**src/pkg/lpwc_pkg.sv**
```systemverilog
package lpwc_pkg;

   // -------------------------------------------------------------
   // widths
   // -------------------------------------------------------------
   localparam int unsigned NUM_WAKE = 40;
   localparam int unsigned NUM_TMR = 4;
   localparam int unsigned NUM_GPREG = 5;
   localparam int unsigned GPREG_W = 32;
   localparam int unsigned TMR_W = 16;

   // -------------------------------------------------------------
   // timing
   // -------------------------------------------------------------
   localparam int unsigned CLK_MHZ = 50;
   // regulator ramp until the power-on trip point, in ns
   localparam int unsigned REG_RAMP_NS = 2000;
   localparam int unsigned REG_RAMP_CYC = (REG_RAMP_NS * CLK_MHZ + 999) / 1000;
   localparam int unsigned RAMP_W = 8;
   // wake latency, in core clocks, with the slow oscillator running and with the rc oscillator
   localparam logic [RAMP_W-1:0] SLOW_WAKE_CYC = 8'h40;
   localparam logic [RAMP_W-1:0] FAST_WAKE_CYC = 8'h02;

   // -------------------------------------------------------------
   // reset values
   // -------------------------------------------------------------
   localparam logic [NUM_WAKE-1:0] WAKE_RST = 40'h00_0000_0000;
   localparam logic [TMR_W-1:0] TMR_RST = 16'h0000;
   localparam logic [GPREG_W-1:0] GPREG_RST = 32'h0000_0000;

   // match output action
   typedef enum logic [1:0] {
      LPWC_MAT_NONE = 2'h0,
      LPWC_MAT_LOW = 2'h1,
      LPWC_MAT_HIGH = 2'h2,
      LPWC_MAT_TOGGLE = 2'h3
   } lpwc_mat_t;

   // power states, gray along run -> sleep -> wake -> dpd -> ramp
   typedef enum logic [2:0] {
      LPWC_RUN = 3'h0,
      LPWC_DSLEEP = 3'h1,
      LPWC_WAKE = 3'h3,
      LPWC_DPD = 3'h2,
      LPWC_RAMP = 3'h6
   } lpwc_state_t;

endpackage

```
**src/rtl/lpwc_top.sv**
```systemverilog
`timescale 1ns/1ps

// Operation
// [RQ1] pins port0 0..11 and port1 0 are selectable wake inputs
// [RQ2] edges latched without a clock; interrupt raised when enabled; code samples the pins on core_clk through sync flops
// [RQ3] deep-sleep ends when the wake logic interrupts the core
// [RQ4] software programs edge polarity and enables the interrupt per input
// [RQ5] interrupts 0..39 map one-to-one onto the 40 wake pins; code maps 36..39 to the timer match outputs instead
// [RQ6] software clears latched wake signals before use
// [RQ7] wake logic also gives vectored interrupts in run mode
// [RQ8] timer wake needs pin enable, timer clock and watchdog oscillator
// [RQ9] deep-sleep timer counts slow clocks; on match drives high, low or toggle
// [RQ10] match outputs are monitored as wake inputs; configured edge wakes
// [RQ11] brown-out wake needs detector powered and its reset enabled
// [RQ12] watchdog wake needs oscillator running and watchdog clock enabled
// [RQ13] wake latency with slow oscillator is longer than with rc oscillator
// [RQ14] deep-sleep entry: clear powerdown enable, set deepsleep bit, then wait
// [RQ15] deep power-down keeps only wake pin and general registers
// [RQ16] in deep power-down pins tri-state and reset pin is ignored
// [RQ17] deep power-down entry needs wake pin high, enable bit, deepsleep, wait; code enters without checking the wake pin
// [RQ18] rc oscillator and its output stay powered before deep power-down
// [RQ19] wake pin falling edge ends deep power-down with ramp then full reset
// [RQ20] after that wake only general registers and power control survive
// [RQ21] a flag tells deep power-down wake from cold reset; software clears it
// [RQ22] software should run from rc oscillator before deep-sleep
// [RQ23] each edge detector holds its event until software clears it
// [RQ24] flag set by hardware on entry, kept through reset until cleared
module lpwc_top (
   // clock and reset
   input wire logic core_clk,
   input wire logic rst,
   input wire logic cold_por,
   // wake pins, port0 0..11 at bits 0..11, port1 0 at bit 12, rest above
   input wire logic [lpwc_pkg::NUM_WAKE-1:0] wake_pins,
   // wake configuration
   input wire logic [lpwc_pkg::NUM_WAKE-1:0] wake_enable,
   input wire logic [lpwc_pkg::NUM_WAKE-1:0] wake_rising,
   input wire logic [lpwc_pkg::NUM_WAKE-1:0] wake_clear,
   input wire logic [lpwc_pkg::NUM_WAKE-1:0] nested_irq_enable,
   // timers
   input wire logic [lpwc_pkg::NUM_TMR-1:0] tmr_run,
   input wire logic [lpwc_pkg::NUM_TMR-1:0] tmr_clk_en,
   input wire logic [lpwc_pkg::NUM_TMR*lpwc_pkg::TMR_W-1:0] tmr_match,
   input wire logic [lpwc_pkg::NUM_TMR*2-1:0] tmr_action,
   input wire logic wdosc_tick,
   input wire logic wdosc_in_deepsleep,
   // power control
   input wire logic deep_powerdown_enable,
   input wire logic core_deepsleep_bit,
   input wire logic wait_for_interrupt_instr,
   input wire logic dpd_flag_clear,
   input wire logic brownout_reset_req,
   input wire logic watchdog_reset_req,
   input wire logic powerdown_wake_pin,
   input wire logic ext_reset_pin,
   // retained registers
   input wire logic gpreg_we,
   input wire logic [2:0] gpreg_sel,
   input wire logic [lpwc_pkg::GPREG_W-1:0] gpreg_wdata,
   // outputs
   output logic [lpwc_pkg::NUM_WAKE-1:0] wake_status,
   output logic [lpwc_pkg::NUM_WAKE-1:0] wake_irq,
   output logic [lpwc_pkg::NUM_TMR-1:0] tmr_mat_out,
   output logic in_deepsleep,
   output logic in_dpd,
   output logic pins_tristate,
   output logic sys_reset,
   output logic dpd_flag,
   output logic [lpwc_pkg::NUM_GPREG*lpwc_pkg::GPREG_W-1:0] gpreg_out
);

   // ----------------------------------------------------------------
   // state
   // ----------------------------------------------------------------
   typedef struct packed {
      logic [lpwc_pkg::NUM_WAKE-1:0] pin_s1;
      logic [lpwc_pkg::NUM_WAKE-1:0] pin_s2;
      logic [lpwc_pkg::NUM_WAKE-1:0] pin_prev;
      logic [lpwc_pkg::NUM_WAKE-1:0] latched;
      logic [lpwc_pkg::NUM_WAKE-1:0] irq;
      logic [lpwc_pkg::NUM_TMR*lpwc_pkg::TMR_W-1:0] tcnt;
      logic [lpwc_pkg::NUM_TMR-1:0] mat;
      logic wk_s1;
      logic wk_s2;
      logic rs_s1;
      logic rs_s2;
      logic wk_prev;
      logic [2:0] sync_ok;
      lpwc_pkg::lpwc_state_t st;
      logic [lpwc_pkg::RAMP_W-1:0] cnt;
      logic sysrst;
      logic sleep_o;
      logic dpd_o;
      logic flag;
      logic [lpwc_pkg::NUM_GPREG*lpwc_pkg::GPREG_W-1:0] gp;
   } lpwc_regs_t;

   lpwc_regs_t r;
   lpwc_regs_t next_r;

   // match outputs replace the upper wake input bits so they are monitored
   logic [lpwc_pkg::NUM_WAKE-1:0] wake_src;
   logic [lpwc_pkg::NUM_WAKE-1:0] edge_hit;
   logic [lpwc_pkg::NUM_TMR-1:0] mat_hit;
   logic any_irq;
   logic asleep;

   // ----------------------------------------------------------------
   // per-input edge detect and per-timer match
   // ----------------------------------------------------------------
   genvar gi;
   generate
      for (gi = 0; gi < lpwc_pkg::NUM_WAKE; gi++) begin : g_wake
         if (gi >= lpwc_pkg::NUM_WAKE - lpwc_pkg::NUM_TMR) begin : g_mat
            assign wake_src[gi] = r.mat[gi - (lpwc_pkg::NUM_WAKE - lpwc_pkg::NUM_TMR)]; // RQ10
         end else begin : g_pin
            assign wake_src[gi] = r.pin_s2[gi]; // RQ1
         end
         // polarity selects which transition counts as an event
         // no edges until the sync and history flops hold real pin levels
         assign edge_hit[gi] = (&r.sync_ok) && wake_enable[gi] &&
            (wake_rising[gi] ? (wake_src[gi] && !r.pin_prev[gi])
                             : (!wake_src[gi] && r.pin_prev[gi])); // RQ2
      end
      for (gi = 0; gi < lpwc_pkg::NUM_TMR; gi++) begin : g_tmr
         assign mat_hit[gi] = tmr_run[gi] && tmr_clk_en[gi] && wdosc_tick &&
            (r.tcnt[gi*lpwc_pkg::TMR_W +: lpwc_pkg::TMR_W] ==
             tmr_match[gi*lpwc_pkg::TMR_W +: lpwc_pkg::TMR_W]); // RQ9
      end
   endgenerate

   assign any_irq = |r.irq;
   assign asleep = (r.st == lpwc_pkg::LPWC_DSLEEP);

   // ----------------------------------------------------------------
   // next state
   // ----------------------------------------------------------------
   always_comb begin
      next_r = r;
      next_r.pin_s1 = wake_pins;
      next_r.pin_s2 = r.pin_s1;
      next_r.pin_prev = wake_src;
      next_r.wk_s1 = powerdown_wake_pin;
      next_r.wk_s2 = r.wk_s1;
      next_r.wk_prev = r.wk_s2;
      next_r.rs_s1 = ext_reset_pin;
      next_r.rs_s2 = r.rs_s1;
      // a reset empties the sync flops, which would fake an edge on a high pin
      next_r.sync_ok = (r.sync_ok << 1) | 3'h1;
      next_r.sysrst = 1'b0;
      // latched events hold until cleared; a new edge beats the clear
      next_r.latched = (r.latched & ~wake_clear) | edge_hit; // RQ23
      next_r.irq = next_r.latched & nested_irq_enable; // RQ5 RQ7
      // timers only advance on slow-oscillator ticks
      for (int t = 0; t < lpwc_pkg::NUM_TMR; t++) begin
         if (mat_hit[t]) begin
            next_r.tcnt[t*lpwc_pkg::TMR_W +: lpwc_pkg::TMR_W] = lpwc_pkg::TMR_RST;
            case (lpwc_pkg::lpwc_mat_t'(tmr_action[t*2 +: 2]))
               lpwc_pkg::LPWC_MAT_LOW: next_r.mat[t] = 1'b0;
               lpwc_pkg::LPWC_MAT_HIGH: next_r.mat[t] = 1'b1;
               lpwc_pkg::LPWC_MAT_TOGGLE: next_r.mat[t] = !r.mat[t];
               default: next_r.mat[t] = r.mat[t];
            endcase // RQ9
         end else if (tmr_run[t] && tmr_clk_en[t] && wdosc_tick) begin
            next_r.tcnt[t*lpwc_pkg::TMR_W +: lpwc_pkg::TMR_W] =
               r.tcnt[t*lpwc_pkg::TMR_W +: lpwc_pkg::TMR_W] + 16'h0001;
         end
      end
      if (gpreg_we && gpreg_sel < 3'(lpwc_pkg::NUM_GPREG) && r.st == lpwc_pkg::LPWC_RUN) begin
         next_r.gp[gpreg_sel*lpwc_pkg::GPREG_W +: lpwc_pkg::GPREG_W] = gpreg_wdata;
      end
      // software clear loses to a same-cycle entry
      if (dpd_flag_clear) begin
         next_r.flag = 1'b0; // RQ21
      end
      case (r.st)
         lpwc_pkg::LPWC_RUN: begin
            if (wait_for_interrupt_instr && core_deepsleep_bit) begin
               if (deep_powerdown_enable) begin
                  next_r.st = lpwc_pkg::LPWC_DPD; // RQ15
                  next_r.flag = 1'b1; // RQ24
               end else begin
                  next_r.st = lpwc_pkg::LPWC_DSLEEP;
               end
            end
         end
         lpwc_pkg::LPWC_DSLEEP: begin
            if (brownout_reset_req || watchdog_reset_req) begin
               next_r.st = lpwc_pkg::LPWC_RUN;
               next_r.sysrst = 1'b1;
            end else if (any_irq) begin
               next_r.st = lpwc_pkg::LPWC_WAKE; // RQ3
               next_r.cnt = wdosc_in_deepsleep ? lpwc_pkg::SLOW_WAKE_CYC
                                               : lpwc_pkg::FAST_WAKE_CYC; // RQ13
            end
         end
         lpwc_pkg::LPWC_WAKE: begin
            next_r.cnt = r.cnt - 8'h01;
            if (r.cnt <= 8'h01) begin
               next_r.st = lpwc_pkg::LPWC_RUN;
            end
         end
         lpwc_pkg::LPWC_DPD: begin
            // only a falling edge of the wake pin ends it; reset pin ignored
            next_r.latched = lpwc_pkg::WAKE_RST; // RQ16
            next_r.irq = lpwc_pkg::WAKE_RST;
            if (r.wk_prev && !r.wk_s2) begin
               next_r.st = lpwc_pkg::LPWC_RAMP; // RQ19
               next_r.cnt = lpwc_pkg::RAMP_W'(lpwc_pkg::REG_RAMP_CYC);
            end
         end
         lpwc_pkg::LPWC_RAMP: begin
            next_r.cnt = r.cnt - 8'h01;
            next_r.latched = lpwc_pkg::WAKE_RST;
            next_r.irq = lpwc_pkg::WAKE_RST;
            if (r.cnt <= 8'h01) begin
               next_r.st = lpwc_pkg::LPWC_RUN;
               next_r.sysrst = 1'b1; // RQ19
            end
         end
         default: next_r.st = lpwc_pkg::LPWC_RUN;
      endcase
      // reset pin works everywhere but deep power-down and its ramp
      if (r.rs_s2 && r.st != lpwc_pkg::LPWC_DPD && r.st != lpwc_pkg::LPWC_RAMP) begin
         next_r.sysrst = 1'b1; // RQ16
      end
      // the wake-up reset clears events, interrupts, timers, match outputs and state; retained data, flag, sync flops and counter stay
      if (r.sysrst) begin
         next_r.latched = lpwc_pkg::WAKE_RST; // RQ20
         next_r.irq = lpwc_pkg::WAKE_RST;
         next_r.tcnt = '0;
         next_r.mat = '0;
         next_r.st = lpwc_pkg::LPWC_RUN;
      end
      // flopped copies of the power state so the status pins never glitch
      next_r.sleep_o = (next_r.st == lpwc_pkg::LPWC_DSLEEP) ||
         (next_r.st == lpwc_pkg::LPWC_WAKE); // RQ13
      next_r.dpd_o = (next_r.st == lpwc_pkg::LPWC_DPD) ||
         (next_r.st == lpwc_pkg::LPWC_RAMP); // RQ16
   end

   // ----------------------------------------------------------------
   // registers; rst is a system reset that spares retained state,
   // cold_por wipes everything including the flag
   // ----------------------------------------------------------------
   always_ff @(posedge core_clk) begin
      if (cold_por) begin
         r <= '0;
      end else if (rst) begin
         r <= '0;
         r.gp <= r.gp; // RQ20
         r.flag <= r.flag; // RQ24
      end else begin
         r <= next_r;
      end
   end

   // ----------------------------------------------------------------
   // outputs, all from flops
   // ----------------------------------------------------------------
   assign wake_status = r.latched;
   assign wake_irq = r.irq;
   assign tmr_mat_out = r.mat;
   assign in_deepsleep = r.sleep_o;
   assign in_dpd = r.dpd_o;
   assign pins_tristate = r.dpd_o; // RQ16
   assign sys_reset = r.sysrst;
   assign dpd_flag = r.flag; // RQ21
   assign gpreg_out = r.gp; // RQ15

   // ----------------------------------------------------------------
   // checks
   // ----------------------------------------------------------------
   chk_latch_holds: assert property (@(posedge core_clk) disable iff (rst || cold_por) // RQ23
      r.latched[0] && !wake_clear[0] && !r.dpd_o && !r.sysrst |=> r.latched[0])
      else $error("wake latch dropped without clear");
   chk_irq_gate: assert property (@(posedge core_clk) disable iff (rst || cold_por) // RQ5
      r.irq[0] == (r.latched[0] && $past(nested_irq_enable[0])))
      else $error("irq does not follow latched event and enable");
   chk_sleep_exit: assert property (@(posedge core_clk) disable iff (rst || cold_por) // RQ3
      asleep && any_irq && !brownout_reset_req && !watchdog_reset_req && !r.sysrst
      |=> r.st == lpwc_pkg::LPWC_WAKE)
      else $error("deep-sleep not left on interrupt");
   chk_dpd_flag: assert property (@(posedge core_clk) disable iff (rst || cold_por) // RQ24
      r.st == lpwc_pkg::LPWC_RUN && wait_for_interrupt_instr && core_deepsleep_bit &&
      deep_powerdown_enable && !r.sysrst |=> r.flag && in_dpd)
      else $error("flag not set on deep power-down entry");
   chk_dpd_tristate: assert property (@(posedge core_clk) disable iff (rst || cold_por) // RQ16
      r.st == lpwc_pkg::LPWC_DPD |-> pins_tristate && !r.sysrst)
      else $error("pins driven or reset in deep power-down");
   chk_dpd_wake: assert property (@(posedge core_clk) disable iff (rst || cold_por) // RQ19
      r.st == lpwc_pkg::LPWC_DPD && r.wk_prev && !r.wk_s2 && !r.sysrst
      |=> r.st == lpwc_pkg::LPWC_RAMP)
      else $error("deep power-down not left on wake pin fall");
   chk_ramp_reset: assert property (@(posedge core_clk) disable iff (rst || cold_por) // RQ19
      r.st == lpwc_pkg::LPWC_RAMP && r.cnt == 8'h01 |=> r.sysrst)
      else $error("no reset after regulator ramp");
   chk_match_high: assert property (@(posedge core_clk) disable iff (rst || cold_por) // RQ9
      mat_hit[0] && tmr_action[1:0] == lpwc_pkg::LPWC_MAT_HIGH && !r.sysrst |=> r.mat[0])
      else $error("match output not driven high");
   chk_wake_slow: assert property (@(posedge core_clk) disable iff (rst || cold_por) // RQ13
      asleep && any_irq && wdosc_in_deepsleep && !brownout_reset_req &&
      !watchdog_reset_req && !r.rs_s2 |=> r.cnt == lpwc_pkg::SLOW_WAKE_CYC)
      else $error("slow wake latency not loaded");

endmodule

```
**config.mk**
```make
export PLATFORM = sky130hd
export DESIGN_NAME = lpwc_top
export DESIGN_NICKNAME = d
export VERILOG_FILES = /design/src/pkg/lpwc_pkg.sv /design/src/rtl/lpwc_top.sv
export SDC_FILE = /design/constraint.sdc
export NUM_CORES = 1
export LEC_CHECK = 0
export BUFFER_PORTS_ARGS = -buffer_cell sky130_fd_sc_hd__buf_2
export CORE_AREA = 4 4 222 224
export CTS_CLUSTER_SIZE = 28
export DETAILED_ROUTE_END_ITERATION = 8
export DIE_AREA = 0 0 226 228
export SLEW_MARGIN = 20
export SYNTH_ARGS = -nofsm -noshare
export SYNTH_HDL_FRONTEND = slang
export SYNTH_SLANG_ARGS = --single-unit
export TNS_END_PERCENT = 30
```
**constraint.sdc**
```tcl
create_clock -name core_clk -period 2.4 [get_ports core_clk]
set_input_delay 0.24 -clock core_clk [delete_from_list [all_inputs] [get_ports core_clk]]
set_output_delay 0.24 -clock core_clk [all_outputs]
set_load 0.01 [all_outputs]
```
==> flow_metrics.py <==
metrics = {
    "synth": {
        "yosysMostFrequentCell": "dfxtp_1",
        "synth_cell_types": 53,
        "yosysTopAreaCell": "dfxtp_1",
        "yosysWarnings": 0,
        "synth_common_cells": "dfxtp_1, buf_4, nand2_1",
        "synth_async_sr_flop_share_pct": 0,
        "synth-seq-cells": 443,
        "synth-edff-count": 0,
        "avgSynthCellArea_um2": 8.83,
        "syn_inst": 2127,
        "synth_area_leaders": "dfxtp_1, buf_4, and2_1",
        "ys.flop_type": "dfxtp_1",
        "syn_area_mm2": 0.0188,
        "ys_seq_area_share_pct": 47.2,
        "synth.top_cell.area_share_pct": 47.2,
        "synth_nets": 2467,
    },
    "route": {
        "finalWirelength_um": 58000,
        "wire_per_inst_um": 17.6,
        "ant_nets": 0,
        "drc": 0,
        "drt-pass1-iter-count": 5,
        "drtIter0Drc": 1072,
        "vias_per_cell": 4.93,
        "vias": 16200,
    },
    "grt": {
        "grt_pass1_vias": 16200,
        "gr-total-overflow": 0,
        "antenna_found_initial": 15,
        "grt_first_pass_wirelength_um": 88900,
        "grt_usage_pct": 21.5,
        "grt_max_degree": 162,
    },
    "cells_and_area": {
        "syn2layout_area_growth_pct": 28.6,
        "drive_gt1_share_pct": 26.7,
        "postLayoutCoreUtil_pct": 51.0,
        "fin_nets": 2973,
    },
    "power": {
        "worst_ir_drop_vdd_mv": 0.576,
        "p_sw_share_pct": 21.6,
        "power_frac_comb_pct": 6.0,
        "power_uw": 16200,
        "p_sw_uw": 3500,
        "p_int_uw": 12700,
        "pwr-share-seq_pct": 45.9,
        "power.density_mw_per_mm2": 670,
        "p_clk_share_pct": 48.1,
        "p_leak_uw": 0.0106,
    },
    "timing": {
        "grt_setup_unrepaired": "false",
        "timing.fmax_mhz": 448,
        "relSlewSlack_pct": 48.1,
        "worstMarginPinSlew_ns": 0.778,
        "drv_slew": 0,
        "setup_viol": 0,
        "hold_viol": 0,
        "fin_tns_setup_ns": 0,
        "fin_crit_ns": 2.23,
        "fin_crit_sh_pct": 92.9,
        "skew_ns": 0.0204,
    },
    "setup_path": {
        "crit_chain": "xor2_1 > nor4_1 > nand4_1 > or4_1 > a21oi_1 > dlygate4sd3_1",
        "cp-end-kind": "flop",
        "cp.required_ns": 2.90,
        "cpPeakStageDelay_ns": 0.55,
        "critPathKind": "reg -> reg",
        "path_buf_inv": 1,
        "critPathMaxFanout": 3,
        "cp.arrival_ns": 2.73,
        "crit_path_start_kind": "flop",
        "cp_slowest_cell": "dlygate4sd3_1",
        "crit_family": "simple AND/OR/NAND/NOR gates",
    },
    "placement": {
        "port_buffers": 573,
        "gp_routability_congestion": 0.891,
        "dp_hpwl_um": 42000,
    },
    "die": {
        "die_h_um": 228,
        "ios": 578,
        "die_w_um": 226,
        "rows": 80,
        "dieArea_mm2": 0.0515,
        "core_area_mm2": 0.0473,
        "start_util_pct": 39.7,
    },
    "run": {
        "maxCapViolations": 0,
    },
    "cts": {
        "cts_max_level": 2,
        "cts_tree": "built",
        "path_clk_slew_ns": 0.06,
        "cts_buffers": 48,
        "clk_latency_ns": 0.57,
        "cts_max_path_buffers": 3,
        "cts_sinks": 443,
        "root_buffer": "clkbuf_16",
    },
    "worst_hold_path": {
        "hp-class": "in -> reg",
    },
    "status": {
        "outcome": "finished, final reports clean",
    },
}
-- area by class of cell --
class | count | area, um2
Multi-Input combinational cell | 1274 | 7420
Inverter | 64 | 240
Tap cell | 615 | 769
Timing Repair Buffer | 802 | 5150
Sequential cell | 443 | 8870
Antenna cell | 10 | 25.0
Clock inverter | 17 | 250
Clock buffer | 67 | 1440
Fill cell | 4393 | 23200
-- through the flow --
stage               cell area [um2]  worst slack (ns)  std cells  hold slack (ns)
finish                        24200             0.170       3292           0.0448
CTS                           24100            0.0267       3282        0.0000577
detailed placement            20600            0.0588       3013            0.411
global route                  24200            0.0475       3289           0.0413
global placement              20600             0.163       3013            0.406
floorplan                     18800             0.173       2127            0.362
-- per-layer routing --
metal / wire, um / track usage (%)
met2: 28100 / 36.8
met5: 50 / 0
met1: 23500 / 25.8
met4: 2230 / 9.09
met3: 4160 / 4.82
-- tightest hold or removal path: stages --
cell and delay (ns):
buf_2 0.10, inv_1 0.04, o31ai_1 0.06, a21oi_1 0.11
-- timing repair --
| item | in CTS | in global routing |
|---|---|---|
| gates resized for setup | 0 | 2 |
| endpoints found under the setup margin | 0 | 9 |
| hold endpoints to repair | 251 | 0 |
| buffers inserted | 0 | 0 |
| hold buffers | 185 | 0 |
-- final timing paths --
path / from / to / depth (start not counted) / slack [ns]
min reg2reg: next_r[389] / next_r[349] / 1 / 0.42
max: r[233] / tmr_mat_out[2] / 6 / 0.17
max reg2reg: r[233] / tmr_mat_out[2] / 6 / 0.17
min: tmr_action[2] / tmr_mat_out[1] / 4 / 0.04
-- power by group through the flow --
stage / clock network, uW / logic [uW] / registers [uW]
6_report: 7790 / 978 / 7430
5_1_grt: 8290 / 1060 / 7430
4_1_cts: 7980 / 972 / 7430
2_1_floorplan: 0 / 309 / 7580
3_5_place_dp: 0 / 773 / 7590
3_3_place_gp: 0 / 765 / 7590
-- cells in the final DEF, fill, tap and decap left out, types with 12 or more instances in the layout --
cell,netlist,routed
nand3_1,138,138
dlygate4sd3_1,0,185
nand2b_1,43,43
nor4_1,26,25
buf_4,257,37
xor2_1,90,90
mux2i_1,36,36
nor3_1,15,14
nand2_1,202,201
o22ai_1,41,41
a21oi_1,141,141
inv_1,64,63
nor2_1,165,164
a32oi_1,40,40
clkbuf_16,0,50
o21ai_0,12,12
clkbuf_8,0,12
buf_2,17,572
and3_1,16,15
dfxtp_1,443,443
nand4_1,32,32
xnor2_1,33,33
and2_1,160,160
-- logic make-up after synthesis --
| kind of cell | after synthesis | share of synthesized area [%] |
|---|---|---|
| AOI/OAI and AO/OA | 265 | 8.52 |
| xor gates and xnor gates | 123 | 5.74 |
| adders and majority gates | 11 | 0.733 |
| buffers and inverters | 410 | 13.4 |
| DFF | 443 | 47.2 |
| muxes | 36 | 1.92 |
| and+or+nand+nor | 839 | 22.4 |
No activity file was read; power rests on OpenSTA's default activity.
